`src/hdl/pse_defs.vh`:
```
// Shared constants for the four-port PSE mode sequencer.
// Assumes a 200 MHz core clock; included by the top and port sequencer files.
`ifndef PSE_SEQ_DEFS_VH
`define PSE_SEQ_DEFS_VH

// Register offsets on the serial bus
`define OFS_DET_EVT    8'h04
`define OFS_FLT_EVT    8'h06
`define OFS_DISC_EVT   8'h08
`define OFS_STAT0      8'h0c
`define OFS_STAT3      8'h0f
`define OFS_PWR_STAT   8'h10
`define OFS_MODE       8'h12
`define OFS_DISC_EN    8'h13
`define OFS_DC_EN      8'h14
`define OFS_DC_RESTART 8'h18
`define OFS_PWR_TRIG   8'h19
`define OFS_RST_TRIG   8'h1a

// Reset-trigger bit for the whole device
`define RST_ALL_BIT    4

// Operating mode encoding, two bits per port
`define MODE_SHUT      2'h0
`define MODE_MANUAL    2'h1
`define MODE_SEMI      2'h2
`define MODE_AUTO      2'h3

// Defaults that follow the mode strap
`define MODE_ALL_AUTO  8'hff
`define DC_EN_ALL      8'hff
`define DISC_EN_ALL    4'hf
`define LOAD_DLY       2'h3

// Serial device address: upper three bits fixed, lower four from pins
`define DEV_ADDR_HI    3'h2

// Detect status codes
`define DET_UNKNOWN    3'h0
`define DET_SHORT      3'h1
`define DET_LOW        3'h3
`define DET_GOOD       3'h4
`define DET_HIGH       3'h5
`define DET_OPEN       3'h6

// Detection slope limits, voltage codes of 25 mV per 100 uA step (1k = 4)
`define DV_SHORT_MAX   11'h004
`define DV_GOOD_MIN    11'h044
`define DV_GOOD_MAX    11'h074
`define V_OPEN_MIN     10'h3e8

// Class current limits in mA (upper bounds, exclusive except the inclusive class 4 maximum)
`define CUR_CLS0_END   6'h08
`define CUR_CLS1_END   6'h10
`define CUR_CLS2_END   6'h19
`define CUR_CLS3_END   6'h23
`define CUR_CLS4_MAX   6'h2d
`define CLS_OVER       3'h6

// Timing
`define CLK_PER_MS     200000
`define DET_POINT_MS   100
`define DET_REPEAT_MS  320
`define CLASS_MS       10
`define CNT_W          25

`endif

```
`src/hdl/pse_mode_seq.v`:
```
// Top of the four-port PSE mode sequencer: serial register slave,
// register file and four port sequencers.
// Assumes scl/sda, the mode strap and address pins are asynchronous;
// fault inputs and measurements come from logic on core_clk_i.
//
// Function
// - Each port holds its own mode: manual, semiauto, auto or shutdown.
// - After reset all ports shut down if strap low, auto if high.
// - Mode register is writable any time, whatever the strap level.
// - Manual port idles; runs one cycle on command; posts results to status.
// - Manual power triggers switch power at once, ignoring detection outcome.
// - Semiauto loops detect and classify; powers only on host trigger.
// - Auto classifies after valid detection, then powers whatever the class.
// - Shutdown: no detect, no power; events, status and detect/class enables held zero.
// - Startup or overcurrent timeout fault removes power in every mode.
// - Disconnect event removes power when disconnect enable is set.
// - Host power-off trigger turns a port off in any mode.
// - Reset pin or reset-all bit turns ports off and reloads defaults.
// - Detection applies two currents, stores first point, uses difference.
// - Valid resistance window reports good code; others own codes.
// - Each detection point takes 100 ms; full cycle within 230 ms.
// - Manual detection waits for restart trigger, runs once, then idles.
// - Semiauto repeats detection every 320 ms, 330 ms when it classifies, refreshing status each time.
// - Detection inhibited in shutdown, while powered or detect disabled.
// - Current bands map to classes 0 to 4; class 4 powered as 0.
// - Classification measures current at 18 V and stores the class code.
// - Semiauto/auto classify right after good detection; manual on command.
// - Classification inhibited in shutdown, while powered or class disabled.
// - Trigger registers act on ones only and read back as zero.
// - Restart trigger: low nibble detection, high nibble classification.
// - Power trigger: low nibble sets power enable, high nibble clears.
`timescale 1ns/1ps
`include "pse_defs.vh"
module pse_mode_seq #(
  parameter [`CNT_W-1:0] POINT_CYC = `DET_POINT_MS * `CLK_PER_MS,
  parameter [`CNT_W-1:0] GAP_CYC   = (`DET_REPEAT_MS - 2 * `DET_POINT_MS) * `CLK_PER_MS,
  parameter [`CNT_W-1:0] CLASS_CYC = `CLASS_MS * `CLK_PER_MS
) (
  input  wire        core_clk_i,
  input  wire        rst_b_i,
  input  wire        ce_i,
  input  wire        scl_i,
  input  wire        sda_i,
  output wire        sda_o,
  output reg         sda_oe_o,
  input  wire [3:0]  bus_addr_i,
  input  wire        mode_strap_i,
  input  wire [3:0]  startup_timeout_i,
  input  wire [3:0]  overcurrent_timeout_i,
  input  wire [3:0]  disconnect_i,
  input  wire [39:0] meas_volt_i,
  input  wire [23:0] meas_curr_i,
  output wire [3:0]  port_probe_pin_o,
  output wire [3:0]  probe_step_o,
  output wire [3:0]  class_drive_o,
  output wire [3:0]  power_on_o
);
  localparam [2:0] I_IDLE = 3'h0;
  localparam [2:0] I_ADDR = 3'h1;
  localparam [2:0] I_PTR  = 3'h2;
  localparam [2:0] I_WDAT = 3'h3;
  localparam [2:0] I_ACK  = 3'h4;
  localparam [2:0] I_RDAT = 3'h5;
  localparam [2:0] I_RACK = 3'h6;

  wire       s_scl;
  wire       s_sda;
  wire       s_strap;
  wire [3:0] s_addr;
  reg        scl_q;
  reg        sda_q;

  reg        soft_rst;
  wire       srst = ~rst_b_i | soft_rst;

  reg [2:0]  ist;
  reg [2:0]  ack_to;
  reg [3:0]  bitc;
  reg [7:0]  sh;
  reg [7:0]  ptr;
  reg        nack;
  reg        wr_stb;
  reg [7:0]  wr_dat;
  reg [7:0]  rd_data;

  reg [7:0]  mode_reg;
  reg [7:0]  dc_en;
  reg [3:0]  disc_en;
  reg [3:0]  det_evt;
  reg [3:0]  cls_evt;
  reg [3:0]  tst_evt;
  reg [3:0]  icut_evt;
  reg [3:0]  disc_evt;
  reg [1:0]  load_cnt;

  wire [3:0] shut_v;
  wire [3:0] det_done_v;
  wire [3:0] cls_done_v;
  wire [11:0] det_code_v;
  wire [11:0] cls_code_v;

  // Trigger decode: only ones act
  wire wr_restart = wr_stb & (ptr == `OFS_DC_RESTART);
  wire wr_pwr     = wr_stb & (ptr == `OFS_PWR_TRIG);
  wire wr_rst     = wr_stb & (ptr == `OFS_RST_TRIG);
  wire [3:0] det_go   = wr_restart ? wr_dat[3:0] : 4'h0;
  wire [3:0] cls_go   = wr_restart ? wr_dat[7:4] : 4'h0;
  wire [3:0] pwr_on   = wr_pwr ? wr_dat[3:0] : 4'h0;
  wire [3:0] pwr_off  = wr_pwr ? wr_dat[7:4] : 4'h0;
  wire [3:0] port_rst = wr_rst ? wr_dat[3:0] : 4'h0;
  wire [3:0] clr_port = shut_v | port_rst;
  wire [3:0] fault_v  = startup_timeout_i | overcurrent_timeout_i
                        | (disconnect_i & disc_en);

  wire i2c_start = s_scl & scl_q & sda_q & ~s_sda;
  wire i2c_stop  = s_scl & scl_q & ~sda_q & s_sda;
  wire scl_rise  = s_scl & ~scl_q;
  wire scl_fall  = ~s_scl & scl_q;

  assign sda_o = 1'b0;

  sync2 #(
    .W (7)
  ) u_sync (
    .core_clk_i (core_clk_i),
    .ce_i       (ce_i),
    .async_i    ({scl_i, sda_i, mode_strap_i, bus_addr_i}),
    .sync_o     ({s_scl, s_sda, s_strap, s_addr})
  );

  genvar g;
  generate
    for (g = 0; g < 4; g = g + 1)
    begin : g_port
      assign shut_v[g] = (mode_reg[2*g+1:2*g] == `MODE_SHUT);
      // Separate instance per port keeps faults local
      port_seq #(
        .POINT_CYC (POINT_CYC),
        .GAP_CYC   (GAP_CYC),
        .CLASS_CYC (CLASS_CYC)
      ) u_seq (
        .core_clk_i    (core_clk_i),
        .rst_b_i       (~srst),
        .ce_i          (ce_i),
        .mode_i        (mode_reg[2*g+1:2*g]),
        .det_en_i      (dc_en[g] | det_go[g]),
        .cls_en_i      (dc_en[g+4] | cls_go[g]),
        .det_go_i      (det_go[g]),
        .cls_go_i      (cls_go[g]),
        .on_i          (pwr_on[g] & ~shut_v[g]),
        .off_i         (pwr_off[g] | port_rst[g]),
        .fault_i       (fault_v[g]),
        .clear_i       (clr_port[g]),
        .volt_i        (meas_volt_i[10*g+9:10*g]),
        .curr_i        (meas_curr_i[6*g+5:6*g]),
        .probe_o       (port_probe_pin_o[g]),
        .probe_step_o  (probe_step_o[g]),
        .class_drive_o (class_drive_o[g]),
        .power_o       (power_on_o[g]),
        .det_code_o    (det_code_v[3*g+2:3*g]),
        .cls_code_o    (cls_code_v[3*g+2:3*g]),
        .det_done_o    (det_done_v[g]),
        .cls_done_o    (cls_done_v[g])
      );
    end
  endgenerate

  // Read data; trigger and unmapped offsets return zero
  always @*
  begin
    rd_data = 8'h00;
    case (ptr)
      `OFS_DET_EVT:  rd_data = {cls_evt, det_evt};
      `OFS_FLT_EVT:  rd_data = {icut_evt, tst_evt};
      `OFS_DISC_EVT: rd_data = {4'h0, disc_evt};
      `OFS_PWR_STAT: rd_data = {4'h0, power_on_o};
      `OFS_MODE:     rd_data = mode_reg;
      `OFS_DISC_EN:  rd_data = {4'h0, disc_en};
      `OFS_DC_EN:    rd_data = dc_en;
      default:
      begin
        if (ptr >= `OFS_STAT0 && ptr <= `OFS_STAT3)
          rd_data = {1'b0, cls_code_v[3*ptr[1:0]+:3], 1'b0, det_code_v[3*ptr[1:0]+:3]};
      end
    endcase
  end

  // Reset-all lasts one cycle and restarts everything except this flop, which only the pin resets, and the synchroniser, which nothing resets
  always @(posedge core_clk_i)
  begin
    if (!rst_b_i)
      soft_rst <= 1'b0;
    else if (ce_i)
      soft_rst <= ~soft_rst & wr_rst & wr_dat[`RST_ALL_BIT];
  end

  // Serial slave: start/stop win over any byte in progress
  always @(posedge core_clk_i)
  begin
    if (srst)
    begin
      ist      <= I_IDLE;
      ack_to   <= I_IDLE;
      bitc     <= 4'h0;
      sh       <= 8'h00;
      ptr      <= 8'h00;
      nack     <= 1'b0;
      wr_stb   <= 1'b0;
      wr_dat   <= 8'h00;
      sda_oe_o <= 1'b0;
      scl_q    <= 1'b1;
      sda_q    <= 1'b1;
    end
    else if (ce_i)
    begin
      scl_q  <= s_scl;
      sda_q  <= s_sda;
      wr_stb <= 1'b0;
      if (i2c_start)
      begin
        ist      <= I_ADDR;
        bitc     <= 4'h0;
        sda_oe_o <= 1'b0;
      end
      else if (i2c_stop)
      begin
        ist      <= I_IDLE;
        sda_oe_o <= 1'b0;
      end
      else
      begin
        case (ist)
          I_ADDR, I_PTR, I_WDAT:
          begin
            if (scl_rise)
            begin
              sh   <= {sh[6:0], s_sda};
              bitc <= bitc + 1'b1;
            end
            else if (scl_fall && bitc == 4'h8)
            begin
              bitc <= 4'h0;
              ist  <= I_ACK;
              if (ist == I_ADDR)
              begin
                if (sh[7:1] == {`DEV_ADDR_HI, s_addr})
                begin
                  sda_oe_o <= 1'b1;
                  ack_to   <= sh[0] ? I_RDAT : I_PTR;
                end
                else
                  ist <= I_IDLE;
              end
              else if (ist == I_PTR)
              begin
                ptr      <= sh;
                sda_oe_o <= 1'b1;
                ack_to   <= I_WDAT;
              end
              else
              begin
                wr_stb   <= 1'b1;
                wr_dat   <= sh;
                sda_oe_o <= 1'b1;
                ack_to   <= I_WDAT;
              end
            end
          end
          I_ACK:
          begin
            if (scl_fall)
            begin
              ist <= ack_to;
              if (ack_to == I_RDAT)
              begin
                sh       <= rd_data;
                sda_oe_o <= ~rd_data[7];
              end
              else
                sda_oe_o <= 1'b0;
            end
          end
          I_RDAT:
          begin
            if (scl_rise)
              bitc <= bitc + 1'b1;
            else if (scl_fall)
            begin
              if (bitc == 4'h8)
              begin
                bitc     <= 4'h0;
                sda_oe_o <= 1'b0;
                ist      <= I_RACK;
              end
              else
              begin
                sh       <= {sh[6:0], 1'b0};
                sda_oe_o <= ~sh[6];
              end
            end
          end
          I_RACK:
          begin
            if (scl_rise)
              nack <= s_sda;
            else if (scl_fall)
            begin
              if (nack)
                ist <= I_IDLE;
              else
              begin
                sh       <= rd_data;
                sda_oe_o <= ~rd_data[7];
                ist      <= I_RDAT;
              end
            end
          end
          default:
            ist <= I_IDLE;
        endcase
      end
    end
  end

  // Register file; strap defaults load once the synchroniser has settled
  always @(posedge core_clk_i)
  begin
    if (srst)
    begin
      mode_reg <= {4{`MODE_SHUT}};
      dc_en    <= 8'h00;
      disc_en  <= 4'h0;
      det_evt  <= 4'h0;
      cls_evt  <= 4'h0;
      tst_evt  <= 4'h0;
      icut_evt <= 4'h0;
      disc_evt <= 4'h0;
      load_cnt <= `LOAD_DLY;
    end
    else if (ce_i)
    begin
      if (load_cnt != 2'h0)
        load_cnt <= load_cnt - 1'b1;
      if (load_cnt == 2'h1 && s_strap)
      begin
        mode_reg <= `MODE_ALL_AUTO;
        dc_en    <= `DC_EN_ALL;
        disc_en  <= `DISC_EN_ALL;
      end
      else
      begin
        if (wr_stb && ptr == `OFS_MODE)
          mode_reg <= wr_dat;
        if (wr_stb && ptr == `OFS_DISC_EN)
          disc_en <= wr_dat[3:0];
        if (wr_stb && ptr == `OFS_DC_EN)
          dc_en <= wr_dat & ~{clr_port, clr_port};
        else
          dc_en <= (dc_en | (wr_restart ? wr_dat : 8'h00)) & ~{clr_port, clr_port};
      end
      // Hardware set wins over a write-one clear in the same cycle
      det_evt  <= ((det_evt & ~((wr_stb && ptr == `OFS_DET_EVT) ? wr_dat[3:0] : 4'h0))
                   | det_done_v) & ~clr_port;
      cls_evt  <= ((cls_evt & ~((wr_stb && ptr == `OFS_DET_EVT) ? wr_dat[7:4] : 4'h0))
                   | cls_done_v) & ~clr_port;
      tst_evt  <= ((tst_evt & ~((wr_stb && ptr == `OFS_FLT_EVT) ? wr_dat[3:0] : 4'h0))
                   | startup_timeout_i) & ~clr_port;
      icut_evt <= ((icut_evt & ~((wr_stb && ptr == `OFS_FLT_EVT) ? wr_dat[7:4] : 4'h0))
                   | overcurrent_timeout_i) & ~clr_port;
      disc_evt <= ((disc_evt & ~((wr_stb && ptr == `OFS_DISC_EVT) ? wr_dat[3:0] : 4'h0))
                   | disconnect_i) & ~clr_port;
    end
  end
endmodule // pse_mode_seq

```
`src/hdl/sync2.v`:
```
// Two-flop synchroniser for pins from outside the core clock domain.
// Assumes inputs are slow levels; the first flop feeds only the second.
`timescale 1ns/1ps
module sync2 #(
  parameter W = 1
) (
  input  wire         core_clk_i,
  input  wire         ce_i,
  input  wire [W-1:0] async_i,
  output reg  [W-1:0] sync_o
);
  reg [W-1:0] meta;

  always @(posedge core_clk_i)
  begin
    if (ce_i)
    begin
      meta   <= async_i;
      sync_o <= meta;
    end
  end
endmodule // sync2

```
`src/hdl/port_seq.v`:
```
// One port: detection, classification and power enable sequencing.
// Assumes the front end gives a settled voltage and current every cycle.
`timescale 1ns/1ps
`include "pse_defs.vh"
module port_seq #(
  parameter [`CNT_W-1:0] POINT_CYC = `DET_POINT_MS * `CLK_PER_MS,
  parameter [`CNT_W-1:0] GAP_CYC   = (`DET_REPEAT_MS - 2 * `DET_POINT_MS) * `CLK_PER_MS,
  parameter [`CNT_W-1:0] CLASS_CYC = `CLASS_MS * `CLK_PER_MS
) (
  input  wire       core_clk_i,
  input  wire       rst_b_i,
  input  wire       ce_i,
  input  wire [1:0] mode_i,
  input  wire       det_en_i,
  input  wire       cls_en_i,
  input  wire       det_go_i,
  input  wire       cls_go_i,
  input  wire       on_i,
  input  wire       off_i,
  input  wire       fault_i,
  input  wire       clear_i,
  input  wire [9:0] volt_i,
  input  wire [5:0] curr_i,
  output wire       probe_o,
  output wire       probe_step_o,
  output wire       class_drive_o,
  output reg        power_o,
  output reg  [2:0] det_code_o,
  output reg  [2:0] cls_code_o,
  output reg        det_done_o,
  output reg        cls_done_o
);
  localparam [2:0] S_IDLE = 3'h0;
  localparam [2:0] S_PT1  = 3'h1;
  localparam [2:0] S_PT2  = 3'h2;
  localparam [2:0] S_CLS  = 3'h3;
  localparam [2:0] S_GAP  = 3'h4;

  reg [2:0]         st;
  reg [`CNT_W-1:0]  cnt;
  reg [9:0]         v1;
  reg [2:0]         next_det;
  reg [2:0]         next_cls;
  wire [10:0]       dv = {1'b0, volt_i} - {1'b0, v1};

  wire manual = (mode_i == `MODE_MANUAL);
  wire autom  = (mode_i == `MODE_AUTO);
  wire looped = (mode_i == `MODE_SEMI) | autom;
  wire det_ok = det_en_i & ~power_o & (mode_i != `MODE_SHUT);
  wire cls_ok = cls_en_i & ~power_o & (mode_i != `MODE_SHUT);

  assign probe_o       = (st == S_PT1) | (st == S_PT2);
  assign probe_step_o  = (st == S_PT2);
  assign class_drive_o = (st == S_CLS);

  // Slope of the two points removes diode offset and leakage
  always @*
  begin
    next_det = `DET_HIGH;
    if (volt_i >= `V_OPEN_MIN)
      next_det = `DET_OPEN;
    else if (dv[10] || dv <= `DV_SHORT_MAX)
      next_det = `DET_SHORT;
    else if (dv < `DV_GOOD_MIN)
      next_det = `DET_LOW;
    else if (dv <= `DV_GOOD_MAX)
      next_det = `DET_GOOD;
  end

  // Gaps between class bands fall to the band below
  always @*
  begin
    next_cls = `CLS_OVER;
    if (curr_i < `CUR_CLS0_END)
      next_cls = 3'h0;
    else if (curr_i < `CUR_CLS1_END)
      next_cls = 3'h1;
    else if (curr_i < `CUR_CLS2_END)
      next_cls = 3'h2;
    else if (curr_i < `CUR_CLS3_END)
      next_cls = 3'h3;
    else if (curr_i <= `CUR_CLS4_MAX)
      next_cls = 3'h4;
  end

  always @(posedge core_clk_i)
  begin
    if (!rst_b_i)
    begin
      st         <= S_IDLE;
      cnt        <= {`CNT_W{1'b0}};
      v1         <= 10'h000;
      power_o    <= 1'b0;
      det_code_o <= `DET_UNKNOWN;
      cls_code_o <= 3'h0;
      det_done_o <= 1'b0;
      cls_done_o <= 1'b0;
    end
    else if (ce_i)
    begin
      det_done_o <= 1'b0;
      cls_done_o <= 1'b0;
      cnt        <= cnt + 1'b1;
      if (clear_i)
      begin
        // Power drops first, status clears once it is off
        st      <= S_IDLE;
        cnt     <= {`CNT_W{1'b0}};
        power_o <= 1'b0;
        if (!power_o)
        begin
          det_code_o <= `DET_UNKNOWN;
          cls_code_o <= 3'h0;
        end
      end
      else
      begin
        case (st)
          S_IDLE:
          begin
            cnt <= {`CNT_W{1'b0}};
            if (det_ok && (looped || det_go_i))
              st <= S_PT1;
            else if (manual && cls_go_i && cls_ok)
              st <= S_CLS;
          end
          S_PT1:
          begin
            if (!det_ok)
              st <= S_IDLE;
            else if (manual && det_go_i)
              cnt <= {`CNT_W{1'b0}};
            else if (cnt == POINT_CYC - 1'b1)
            begin
              v1  <= volt_i;
              cnt <= {`CNT_W{1'b0}};
              st  <= S_PT2;
            end
          end
          S_PT2:
          begin
            if (!det_ok)
              st <= S_IDLE;
            else if (manual && det_go_i)
            begin
              cnt <= {`CNT_W{1'b0}};
              st  <= S_PT1;
            end
            else if (cnt == POINT_CYC - 1'b1)
            begin
              det_code_o <= next_det;
              det_done_o <= 1'b1;
              cnt        <= {`CNT_W{1'b0}};
              if (manual)
                st <= S_IDLE;
              else if (next_det == `DET_GOOD && cls_en_i)
                st <= S_CLS;
              else if (next_det == `DET_GOOD && autom)
              begin
                power_o <= 1'b1;
                st      <= S_IDLE;
              end
              else
                st <= S_GAP;
            end
          end
          S_CLS:
          begin
            if (!cls_ok)
              st <= S_IDLE;
            else if (cnt == CLASS_CYC - 1'b1)
            begin
              cls_code_o <= next_cls;
              cls_done_o <= 1'b1;
              cnt        <= {`CNT_W{1'b0}};
              if (autom)
              begin
                power_o <= 1'b1;
                st      <= S_IDLE;
              end
              else if (looped)
                st <= S_GAP;
              else
                st <= S_IDLE;
            end
          end
          S_GAP:
          begin
            if (!det_ok)
              st <= S_IDLE;
            else if (cnt == GAP_CYC - 1'b1)
              st <= S_IDLE;
          end
          default:
            st <= S_IDLE;
        endcase
        if (on_i)
          power_o <= 1'b1;
        if (fault_i || off_i)
          power_o <= 1'b0;
      end
    end
  end
endmodule // port_seq

```
`config.mk`:
```
export PLATFORM = sky130hd
export DESIGN_NAME = pse_mode_seq
export DESIGN_NICKNAME = d
export VERILOG_FILES = /design/src/hdl/pse_mode_seq.v /design/src/hdl/sync2.v /design/src/hdl/port_seq.v
export VERILOG_INCLUDE_DIRS = /design/src /design/src/hdl
export SDC_FILE = /design/constraint.sdc
export NUM_CORES = 1
export LEC_CHECK = 0
export BUFFER_PORTS_ARGS = -buffer_cell sky130_fd_sc_hd__buf_2
export CAP_MARGIN = 40
export CORE_MARGIN = 2
export CORE_UTILIZATION = 55
export DETAILED_ROUTE_END_ITERATION = 10
export PLACE_DENSITY = 0.73
export SETUP_SLACK_MARGIN = 0.5
export SYNTH_ARGS = -nofsm -noshare
export SYNTH_HDL_FRONTEND = slang
export SYNTH_SLANG_ARGS = --single-unit
```
`constraint.sdc`:
```
create_clock -name core_clk_i -period 8.45 [get_ports core_clk_i]
set_input_delay 0.845 -clock core_clk_i [delete_from_list [all_inputs] [get_ports core_clk_i]]
set_output_delay 0.845 -clock core_clk_i [all_outputs]
set_load 0.02 [all_outputs]
```
Word-level counts from Yosys, hierarchy flattened
Cells that the tools add are included.
{ "classes": {"n_addsub": 10, "multipliers": 1, "order_cmp": 38, "eq_ne": 156, "shifts": 2, "muxes": 344, "n_bitwise": 111, "reduce_logical": 127} }
{ "ops": {"columns": ["op", "count"], "rows": [
  ["2-to-1 mux 25 bit", 24],
  ["2-to-1 mux 3 bit", 156],
  ["one-hot mux 25 bit (3 select lines)", 4],
  ["== test 25 bit (second input constant)", 8],
  ["!= test 5 x 4 -> 1 bit (second input constant)", 36],
  ["2-to-1 mux 8 bit", 14],
  ["!= test 4 bit (second input constant)", 28],
  ["2-to-1 mux 1 bit", 109],
  ["adder 25 x 1 -> 25 bit (second input constant)", 4],
  ["== test 25 x 21 -> 1 bit (second input constant)", 4],
  ["2-to-1 mux 4 bit", 19],
  ["nonzero test 2 bit", 31],
  ["one-hot mux 3 bit (5 select lines)", 4],
  ["== test 8 x 5 -> 1 bit (second input constant)", 7],
  ["one-hot mux 8 bit (7 select lines)", 1],
  ["AND reduction 11 bit", 5],
  ["AND reduction 6 bit", 9],
  ["< comparator 6 x 5 -> 1 bit (second input constant)", 8],
  ["AND 4 bit", 11],
  ["<= comparator 11 x 3 -> 1 bit (second input constant)", 4],
  ["<= comparator 11 x 7 -> 1 bit (second input constant)", 4],
  ["< comparator 11 x 7 -> 1 bit (second input constant)", 4],
  ["subtractor 10 x 10 -> 11 bit", 4],
  ["greater-or-equal comparator 10 bit (second input constant)", 4],
  ["other kinds (53)", 287]
]} }
{ "totals": {"regBits": 284, "inputBits": 86, "output_inout_bits": 18, "elab_cells": 844} }

Depth between registers and ports, before layout
Gate-level depths: netlist (run 1).
{ "depth": {"word_depth": 18, "mapped_depth": 13, "mapped_depth_nobuf": 12} }

Hierarchy
Synthesis (run 1) repeated with hierarchy kept, for this count alone.
{ "hier_totals": {"cells_unflattened": 2349, "area_unflattened_um2": 18885.6} }
{ "by_module_without_submodules": {"columns": ["mod", "instances", "cells_per_inst", "area_per_inst_um2", "seq_area_each_um2"], "rows": [
  ["port_seq at g_port[0].u_seq ...", 3, 441, 3423.3, 940.9],
  ["pse_mode_seq", 1, 586, 4838.4, 1641.6],
  ["port_seq at g_port[1].u_seq", 1, 426, 3357.0, 940.9],
  ["sync2", 1, 14, 420.4, 420.4]
]} }

Worst setup path before layout (run 1)
No wires, ideal clock.
{ "synth_path": {"kind": "input to register", "from": "in meas_volt_i[30]", "to": "reg g_port[3].u_seq.power_o", "setup_ps": 59, "t_arrival_ps": 3562, "t_required_ps": 8391, "slack_ps": 4829, "stages": 12, "path_buffers": 0, "path_cell_list": "inv_1 -> ha_1 -> fa_1 -> and2b_1 -> o22a_1 -> xnor2_1 -> a2111oi_0 -> o31a_1 -> nand2_1 -> o311a_1 -> or3_1 -> nand2_1"} }
{ "synth_between": {"elab_chain_cells": 10, "word_cells_on_any_way": 16, "classes_between": "add/sub: 1; order compare: 4; eq/ne: 3; mux: 4; reduce/logical: 4"} }
{ "synth_rtl": {"columns": ["element", "line", "text"], "rows": [
  ["start, declared", "pse_mode_seq.v:51", "input wire [39:0] meas_volt_i,"],
  ["subtractor 10 x 10 -> 11 bit", "port_seq.v:44", "wire [10:0] dv = {1'b0, volt_i} - {1'b0, v1};"],
  ["<= comparator 11 x 7 -> 1 bit (no line)", null, null],
  ["2-to-1 mux 1 bit", "port_seq.v:66", "else if (dv <= `DV_GOOD_MAX)"],
  ["2-to-1 mux 3 bit", "port_seq.v:64", "else if (dv < `DV_GOOD_MIN)"],
  ["2-to-1 mux 3 bit", "port_seq.v:62", "else if (dv[10] || dv <= `DV_SHORT_MAX)"],
  ["2-to-1 mux 3 bit (*)", "port_seq.v:60", "if (volt_i >= `V_OPEN_MIN)"],
  ["== test 3 bit (no line) (*)", null, null],
  ["logical AND 1 bit, on equally long branches", "port_seq.v:156, port_seq.v:158", null],
  ["!= test 5 x 4 -> 1 bit (no line)", null, null],
  ["AND reduction 11 bit (no line) (*)", null, null],
  ["end signal, assigned", "port_seq.v:160", "power_o <= 1'b1;"],
  ["end signal, assigned", "port_seq.v:178", "power_o <= 1'b1;"],
  ["end signal, assigned", "port_seq.v:198", "power_o <= 1'b1;"],
  ["end, declared", "port_seq.v:27", "output reg power_o,"]
]} }
Mark *: on every way between the ends. The rest lies on a longest branch, timed or not.
A chain may end at the register's enable or synchronous reset.

Final worst setup path (run 1)
{ "layout_path": {"from": "reg ptr[7]", "to": "reg g_port[0].u_seq.v1[6]"} }
{ "layout_between": {"elab_chain_cells": 7, "word_cells_on_any_way": 14, "classes_between": "eq/ne: 2; mux: 2; bitwise: 8; reduce/logical: 2"} }
{ "layout_rtl": {"columns": ["element", "line", "text"], "rows": [
  ["start, declared", "pse_mode_seq.v:80", "reg [7:0] ptr;"],
  ["start signal, assigned", "pse_mode_seq.v:256", "ptr <= sh;"],
  ["== test 8 x 5 -> 1 bit (no line)", null, null],
  ["AND 1 bit", "pse_mode_seq.v:103", "wire wr_restart = wr_stb & (ptr == `OFS_DC_RESTART);"],
  ["2-to-1 mux 4 bit", "pse_mode_seq.v:106", "wire [3:0] det_go = wr_restart ? wr_dat[3:0] : 4'h0;"],
  ["bitwise OR 1 bit", "pse_mode_seq.v:146", ".det_en_i (dc_en[g] | det_go[g]),"],
  ["AND 1 bit (2 in a row)", "port_seq.v:49", "wire det_ok = det_en_i & ~power_o & (mode_i != `MODE_SHUT);"],
  ["AND reduction 6 bit (no line) (*)", null, null],
  ["end signal, assigned", "port_seq.v:135", "v1 <= volt_i;"],
  ["end, declared", "port_seq.v:41", "reg [9:0] v1;"]
]} }
Marked as above.

==> flow_metrics.env, run 1 <==
export IMPL_io_pins=104
export IMPL_h_tree_depth=2
export IMPL_clk_pin_slew_ps=60
export IMPL_max_slew_margin=0.4117
export IMPL_antenna_found_initial=1
export IMPL_placed_area_mm2=0.01868
export IMPL_synth_cell_types=104
export IMPL_r2r_end="g_port[0].u_seq.v1[6]"
export IMPL_ctsResizeCount=0
export IMPL_crit_path_start_kind="flip-flop"
export IMPL_finalPower_mw=3.310
export IMPL_yosysWarnings=0
export IMPL_slew_viol_final=0
export IMPL_wl_um=51960
export IMPL_final_cell_count_no_fill=2829
export IMPL_endpoint_kind="flip-flop"
export IMPL_cp_common_cell="nor2_1"
export IMPL_diodes=0
export IMPL_worstSetupStartpoint="ptr[7]"
export IMPL_cts_hold_buf=0
export IMPL_crit_fanout=12
export IMPL_place_gp_congestion=0.9807
export IMPL_async_reset_ff_frac=0
export IMPL_pwr_density_cell_mw_per_mm2=166.0
export IMPL_endpoint="g_port[0].u_seq.v1[6]"
export IMPL_core_region_area_mm2=0.03237
export IMPL_yosysSeqAreaShare=0.3232
export IMPL_grt_ovfl_total=0
export IMPL_place_inst=2766
export IMPL_min_path_type="reg2reg"
export IMPL_r2r_cells=7
export IMPL_layout_drive_gt1_share=0.1047
export IMPL_ant_nets=0
export IMPL_wire_per_inst_um=18.37
export IMPL_largest_reg_flops=100
export IMPL_arrival_ps=4050
export IMPL_final_cell_mix="313 x nor2_1, 270 x dfxtp_1, 198 x nand2_1"
export IMPL_synth_seq_cells=284
export IMPL_fin_setup_tns_ps=0
export IMPL_drt_iter0_drc=1704
export IMPL_regMostFlops="g_port.u_seq.cnt"
export IMPL_area_growth_pct=10.63
export IMPL_crit_type="reg2reg"
export IMPL_worst_pin_slew_ps=875.7
export IMPL_hpwl_um=37320
export IMPL_ir_worst_vdd_mv=0.1326
export IMPL_netlist_area_mm2=0.01802
export IMPL_fin_ws_ps=4765
export IMPL_grt_max_degree=154
export IMPL_hold_ws_ps=419.5
export IMPL_fmax_mhz=271.4
export IMPL_drcViolationCount=0
export IMPL_fp_dieH_um=185.0
export IMPL_post_cts_buffers=0
export IMPL_synthesis_nets=2480
export IMPL_synth_edf_count=14
export IMPL_grt_setup_unrepaired="no"
export IMPL_fin_crit_ps=3685
export IMPL_initial_core_util=0.5568
export IMPL_clock_latency_ps=530
export IMPL_rr_startpoint="ptr[7]"
export IMPL_hold_start="u_sync.meta[4]"
export IMPL_netlist_instances=2342
export IMPL_die_area_mm2=0.03424
export IMPL_leakagePower_nw=7.228
export IMPL_reg_largest_list="g_port.u_seq.cnt (100), g_port.u_seq.v1 (40)"
export IMPL_root_buffer="clkbuf_16"
export IMPL_dr_pass1_iters=6
export IMPL_fp_dieW_um=185.0
export IMPL_period_share=0.4361
export IMPL_fin_area_mm2=0.01994
export IMPL_grt_pass1_vias=16660
export IMPL_crit_chain="or4_1 > nor4_4 > a21o_1 > nor2_1 > nand3_1 > mux2i_1 > nor2_1"
export IMPL_finalSetupViolCount=0
export IMPL_max_cap_viol_count=0
export IMPL_finalClockSkew_ps=18.70
export IMPL_crit_path_max_incr_delay_ps=730
export IMPL_synth_top_flop_cell="dfxtp_1"
export IMPL_utilization=0.6160
export IMPL_cts_tree="done"
export IMPL_grt_usage=0.3015
export IMPL_cts_buffer_depth=3
export IMPL_core_rowCount=66
export IMPL_cpMaxStageDelayCell="nand3_1"
export IMPL_r2r_setup_slack_ps=4760
export IMPL_cts_sinks=284
export IMPL_avgViaCountPerCell=6.314
export IMPL_portBuffers=102
export IMPL_pre_cts_slack_ps=4394
export IMPL_fin_nets=2499
export IMPL_finalHoldViolations=0
export IMPL_status="completed"
export IMPL_vias=17860
export IMPL_synth_area_per_cell_um2=7.696
export IMPL_cts_buffers=35
export IMPL_required_ps=8820
export IMPL_layout_commonest_cell="nor2_1"
export IMPL_grt_pass1_wl_um=84300
==> cell families (layout without fill, tap and decap cells) <==
| kind of cell | Yosys count | after routing | synth area share |
|---|---|---|---|
| flip-flops | 284 | 284 | 0.3232 |
| XOR/XNOR | 46 | 46 | 0.02235 |
| multiplexers | 97 | 97 | 0.05831 |
| AND/OR/NAND/NOR | 988 | 988 | 0.2755 |
| buffers and inverters | 226 | 271 | 0.05345 |
| AO/OA/AOI/OAI | 648 | 648 | 0.2292 |
| adder cells (fa/ha/maj) | 52 | 52 | 0.03776 |
| other | 1 | 1 | 0.0002080 |
==> cells in the mapped netlist (7+ instances only) <==
library cell	count	area, um2
nand3_1	89	445.4
a31oi_1	22	137.6
a21boi_0	8	60.06
nand2_1	198	743.2
nor4_1	24	150.1
a211oi_1	30	225.2
and3_1	62	387.9
and3b_1	7	61.31
o21a_1	11	82.58
edfxtp_1	14	420.4
and2_1	17	106.4
o41ai_1	10	87.58
o21ai_0	181	905.9
xnor2_1	24	210.2
o31a_1	7	61.31
a31o_2	9	78.83
nand2b_1	43	269.0
or2_2	11	68.82
mux2i_1	87	870.8
buf_2	21	105.1
nand3b_1	11	82.58
and4_1	8	70.07
or4_1	10	75.07
inv_1	81	304.0
a21o_1	12	90.09
nand4_1	36	225.2
xor2_1	22	192.7
a22oi_1	26	195.2
o21ai_1	9	45.04
dfxtp_1	270	5405
buf_1	7	26.28
nor3b_1	22	165.2
o22ai_1	23	143.9
nor3_1	53	265.3
o211ai_1	16	120.1
nor2_1	314	1179
ha_1	48	600.6
a21oi_1	171	855.8
o31ai_1	34	255.2
nor2b_1	28	175.2
or3_1	16	100.1
buf_4	21	157.7
clkbuf_1	93	349.1
==> area by class of cell <==
class                   instances  area (um2)
fillers                      2973       12430
multi-input cells            1832       11260
flip-flops and latches        284        5826
clock buffers                  48       997.2
repair buffers                127       740.7
well taps                     442       553.0
inverters                      81       304.0
clock inverters                15       261.5
==> where the power goes <==
part | leakage, nW | internal, mW | total, mW | switching [mW]
clock network | 0.613 | 1.04 | 1.65 | 0.604
registers | 2.31 | 1.36 | 1.38 | 0.0165
logic | 4.30 | 0.102 | 0.282 | 0.179
==> worst min path at each step <==
stage	end	slack, ps	cells after the start
after floorplan	u_sync.sync_o[0]	400	0
after global placement	u_sync.sync_o[1]	400	0
after detailed placement	u_sync.sync_o[2]	410	0
after CTS	u_sync.sync_o[2]	420	0
after global routing	u_sync.sync_o[2]	430	0
final	u_sync.sync_o[4]	420	0
==> layer usage <==
metal  vias to the layer above  GRT usage  wire length, um
met5                         -          0                0
met4                         0     0.1349             2070
met3                       145    0.05584             4360
met2                       786     0.4921            23560
met1                      8370     0.3883            21960
li1                       8561          -                -
==> critical path: cells and delay by family, from the launching register on <==
kind               cells  cell delay (ps)
and+or+nand+nor        5             2280
DFF                    1              350
muxes                  1              260
AOI/OAI and AO/OA      1              630
Power figures use the tool's default switching activity.
==> run 2, diff against run 1 <==
--- a/config.mk
+++ b/config.mk
@@ -11,7 +11,7 @@
 export CORE_MARGIN = 2
 export CORE_UTILIZATION = 55
 export DETAILED_ROUTE_END_ITERATION = 10
-export PLACE_DENSITY = 0.73
+export PLACE_DENSITY = 0.76
 export SETUP_SLACK_MARGIN = 0.5
 export SYNTH_ARGS = -nofsm -noshare
 export SYNTH_HDL_FRONTEND = slang
==> constraint.sdc (replaced) <==
create_clock -name core_clk_i -period 3.3 [get_ports core_clk_i]
set_input_delay 0.33 -clock core_clk_i [delete_from_list [all_inputs] [get_ports core_clk_i]]
set_output_delay 0.33 -clock core_clk_i [all_outputs]
set_load 0.02 [all_outputs]
==> run 2 against run 1 <==
Compared with the run above:
- clock power is 130% higher
- critical path depth increased by 4
- non-clock buffer count up 114
- critical path type unchanged
- worst hold slack got worse by 350 ps
- sequential power rose to 2.6 times the previous value
- sequential share of layout area fell by 2.2 points
- utilization rose by 5.4 points
- die area unchanged
- first-iteration DRC count is 8.8% higher
- clock-buffer cell count unchanged
- final area is 8.8% higher
- critical endpoint is now g_port[1].u_seq.power_o
- wire length is 8.2% higher
==> flow_metrics.env, run 2 (synthesized netlist as in run 1, its figures left out) <==
export IMPL_wire_per_inst_um=19.11
export IMPL_period_share=0.8941
export IMPL_finalHoldViolations=0
export IMPL_layout_drive_gt1_share=0.2060
export IMPL_fin_area_mm2=0.02169
export IMPL_fin_ws_ps=349.4
export IMPL_place_gp_congestion=0.9630
export IMPL_dr_pass1_iters=9
export IMPL_final_cell_mix="303 x nor2_1, 254 x dfxtp_1, 194 x nand2_1"
export IMPL_p_sw_frac=0.2572
export IMPL_cp_num_buf_inv=1
export IMPL_cp_num_cells=11
export IMPL_r2r_end="g_port[1].u_seq.power_o"
export IMPL_p_comb_frac=0.106
export IMPL_cp_common_cell="or3_4"
export IMPL_cts_buffer_depth=3
export IMPL_crit_type="reg2reg"
export IMPL_crit_path_start_kind="flip-flop"
export IMPL_crit_path_max_incr_delay_ps=450
export IMPL_fin_setup_tns_ps=0
export IMPL_whs_path_depth=3
export IMPL_clock_latency_ps=520
export IMPL_area_growth_pct=20.32
export IMPL_endpoint_kind="flip-flop"
export IMPL_drcViolationCount=0
export IMPL_grt_setup_unrepaired="yes"
export IMPL_grt_ovfl_total=0
export IMPL_grt_max_degree=53
export IMPL_pwr_density_cell_mw_per_mm2=376.8
export IMPL_fp_dieH_um=185.0
export IMPL_leakagePower_nw=7.931
export IMPL_h_tree_depth=2
export IMPL_antenna_found_initial=0
export IMPL_cts_buffers=35
export IMPL_slew_viol_final=0
export IMPL_fin_nets=2614
export IMPL_worstSetupStartpoint="g_port[1].u_seq.v1[1]"
export IMPL_ir_worst_vdd_mv=0.4970
export IMPL_finalSetupViolCount=0
export IMPL_regMostFlops="g_port.u_seq.cnt"
export IMPL_die_area_mm2=0.03424
export IMPL_wl_um=56230
export IMPL_crit_chain="inv_1 > ha_1 > nor2b_4 > o31ai_4 > a21oi_2 > xor2_2 > o211a_1 > or3_4 > or3_4 > o31a_1 > mux2i_1"
export IMPL_crit_fanout=5
export IMPL_reg_largest_list="g_port.u_seq.cnt (100), g_port.u_seq.v1 (40)"
export IMPL_cts_tree="done"
export IMPL_root_buffer="clkbuf_16"
export IMPL_diodes=0
export IMPL_fmax_mhz=338.9
export IMPL_finalClockSkew_ps=22.84
export IMPL_internal_power_mw=6.071
export IMPL_cts_sinks=284
export IMPL_cpMaxStageDelayCell="or3_4"
export IMPL_worst_pin_slew_ps=816.8
export IMPL_place_inst=2820
export IMPL_fill_cells=2673
export IMPL_initial_core_util=0.5568
export IMPL_grt_pass1_vias=17120
export IMPL_placed_area_mm2=0.01909
export IMPL_ant_nets=0
export IMPL_fp_dieW_um=185.0
export IMPL_rr_startpoint="g_port[1].u_seq.v1[1]"
export IMPL_portBuffers=102
export IMPL_io_pins=104
export IMPL_drt_iter0_drc=1854
export IMPL_hpwl_um=38000
export IMPL_endpoint="g_port[1].u_seq.power_o"
export IMPL_grt_pass1_wl_um=86440
export IMPL_max_cap_viol_count=0
export IMPL_avgViaCountPerCell=6.353
export IMPL_finalPower_mw=8.173
export IMPL_min_path_type="in2reg"
export IMPL_power_frac_seq=0.432
export IMPL_core_rowCount=66
export IMPL_r2r_setup_slack_ps=350
export IMPL_status="completed"
export IMPL_cpLargestDelayFamily="simple AND/OR/NAND/NOR gates"
export IMPL_clk_pin_slew_ps=60
export IMPL_r2r_cells=11
export IMPL_largest_reg_flops=100
export IMPL_p_sw_mw=2.102
export IMPL_grt_usage=0.3092
export IMPL_max_slew_margin=0.4483
export IMPL_core_region_area_mm2=0.03237
export IMPL_final_cell_count_no_fill=2942
export IMPL_clkPwrFrac=0.462
export IMPL_layout_commonest_cell="nor2_1"
export IMPL_pre_cts_slack_ps=82.05
export IMPL_vias=18690
export IMPL_arrival_ps=3340
export IMPL_fin_crit_ps=2951
export IMPL_required_ps=3690
-- run 2: changes by cell type in the layout (fill, tap and decap cells not counted), sizes merged --
cell / delta
dlygate4sd3: +7
buf: +105
bufinv: -5
or2: +1
clkinvlp: -1
clkbuf: +2
clkinv: +4
-- run 2: worst min-delay path by stage --
stage / startpoint / endpoint / slack, ps
3_5_place_dp: u_sync.meta[6] / u_sync.sync_o[6] / 410
4_1_cts: meas_volt_i[2] / g_port[0].u_seq.v1[2] / 60
5_1_grt: meas_volt_i[0] / g_port[0].u_seq.v1[0] / 80
2_1_floorplan: u_sync.meta[0] / u_sync.sync_o[0] / 400
3_3_place_gp: u_sync.meta[1] / u_sync.sync_o[1] / 400
6_report: meas_volt_i[2] / g_port[0].u_seq.v1[2] / 70
-- run 2: per-stage QoR --
| step | util | hold slack, ps |
|---|---|---|
| final | 0.6700 | 68.26 |
| after global routing | 0.6700 | 77.56 |
| after CTS | 0.6413 | 55.67 |
| after detailed placement | 0.5898 | 406.2 |
| after global placement | 0.5898 | 402.5 |
| after floorplan | - | 400.3 |
-- run 2: timing repair --
action | 4_1_cts | 5_1_grt
pin swaps | 41 | 82
setup endpoints to repair | 73 | 141
setup buffers | 18 | 29
cloned | 3 | 4
gates resized for setup | 86 | 171
hold buffers | 7 | 0
endpoints found under the hold margin | 7 | 0
-- run 2: per-layer routing --
metal  GRT usage  share of wire  vias to the layer above
met2      0.5185           0.47                      842
met3     0.04719          0.080                      186
met1      0.3972           0.41                     8856
met5           0              0                        -
met4      0.1276          0.042                        0
li1            -              -                     8807
-- run 2: power by group through the flow --
stage                     logic (mW)  clock network (mW)  registers, mW
after global placement         0.703                   0           3.61
after CTS                      0.762                3.81           3.53
after global routing           0.938                3.95           3.53
after floorplan                0.488                   0           3.59
after detailed placement       0.718                   0           3.61
final                          0.867                3.77           3.53
-- run 2: worst reg2reg max path: stages, from the launching register on --
cell and delay [ps]:
dfxtp_2 360, inv_1 50, ha_1 270, nor2b_4 140, o31ai_4 270, a21oi_2 120
xor2_2 220, o211a_1 180, or3_4 390, or3_4 450, o31a_1 280, mux2i_1 120
-- run 2: cell type report --
| cell class | instances | area (um2) | area share |
|---|---|---|---|
| inverters | 81 | 304.0 | 0.01402 |
| repair buffers | 241 | 1714 | 0.07904 |
| flip-flops and latches | 284 | 5861 | 0.2702 |
| multi-input cells | 1833 | 12160 | 0.5605 |
| clock buffers | 48 | 985.9 | 0.04546 |
| clock inverters | 13 | 115.1 | 0.005307 |
| well taps | 442 | 553.0 | 0.02550 |
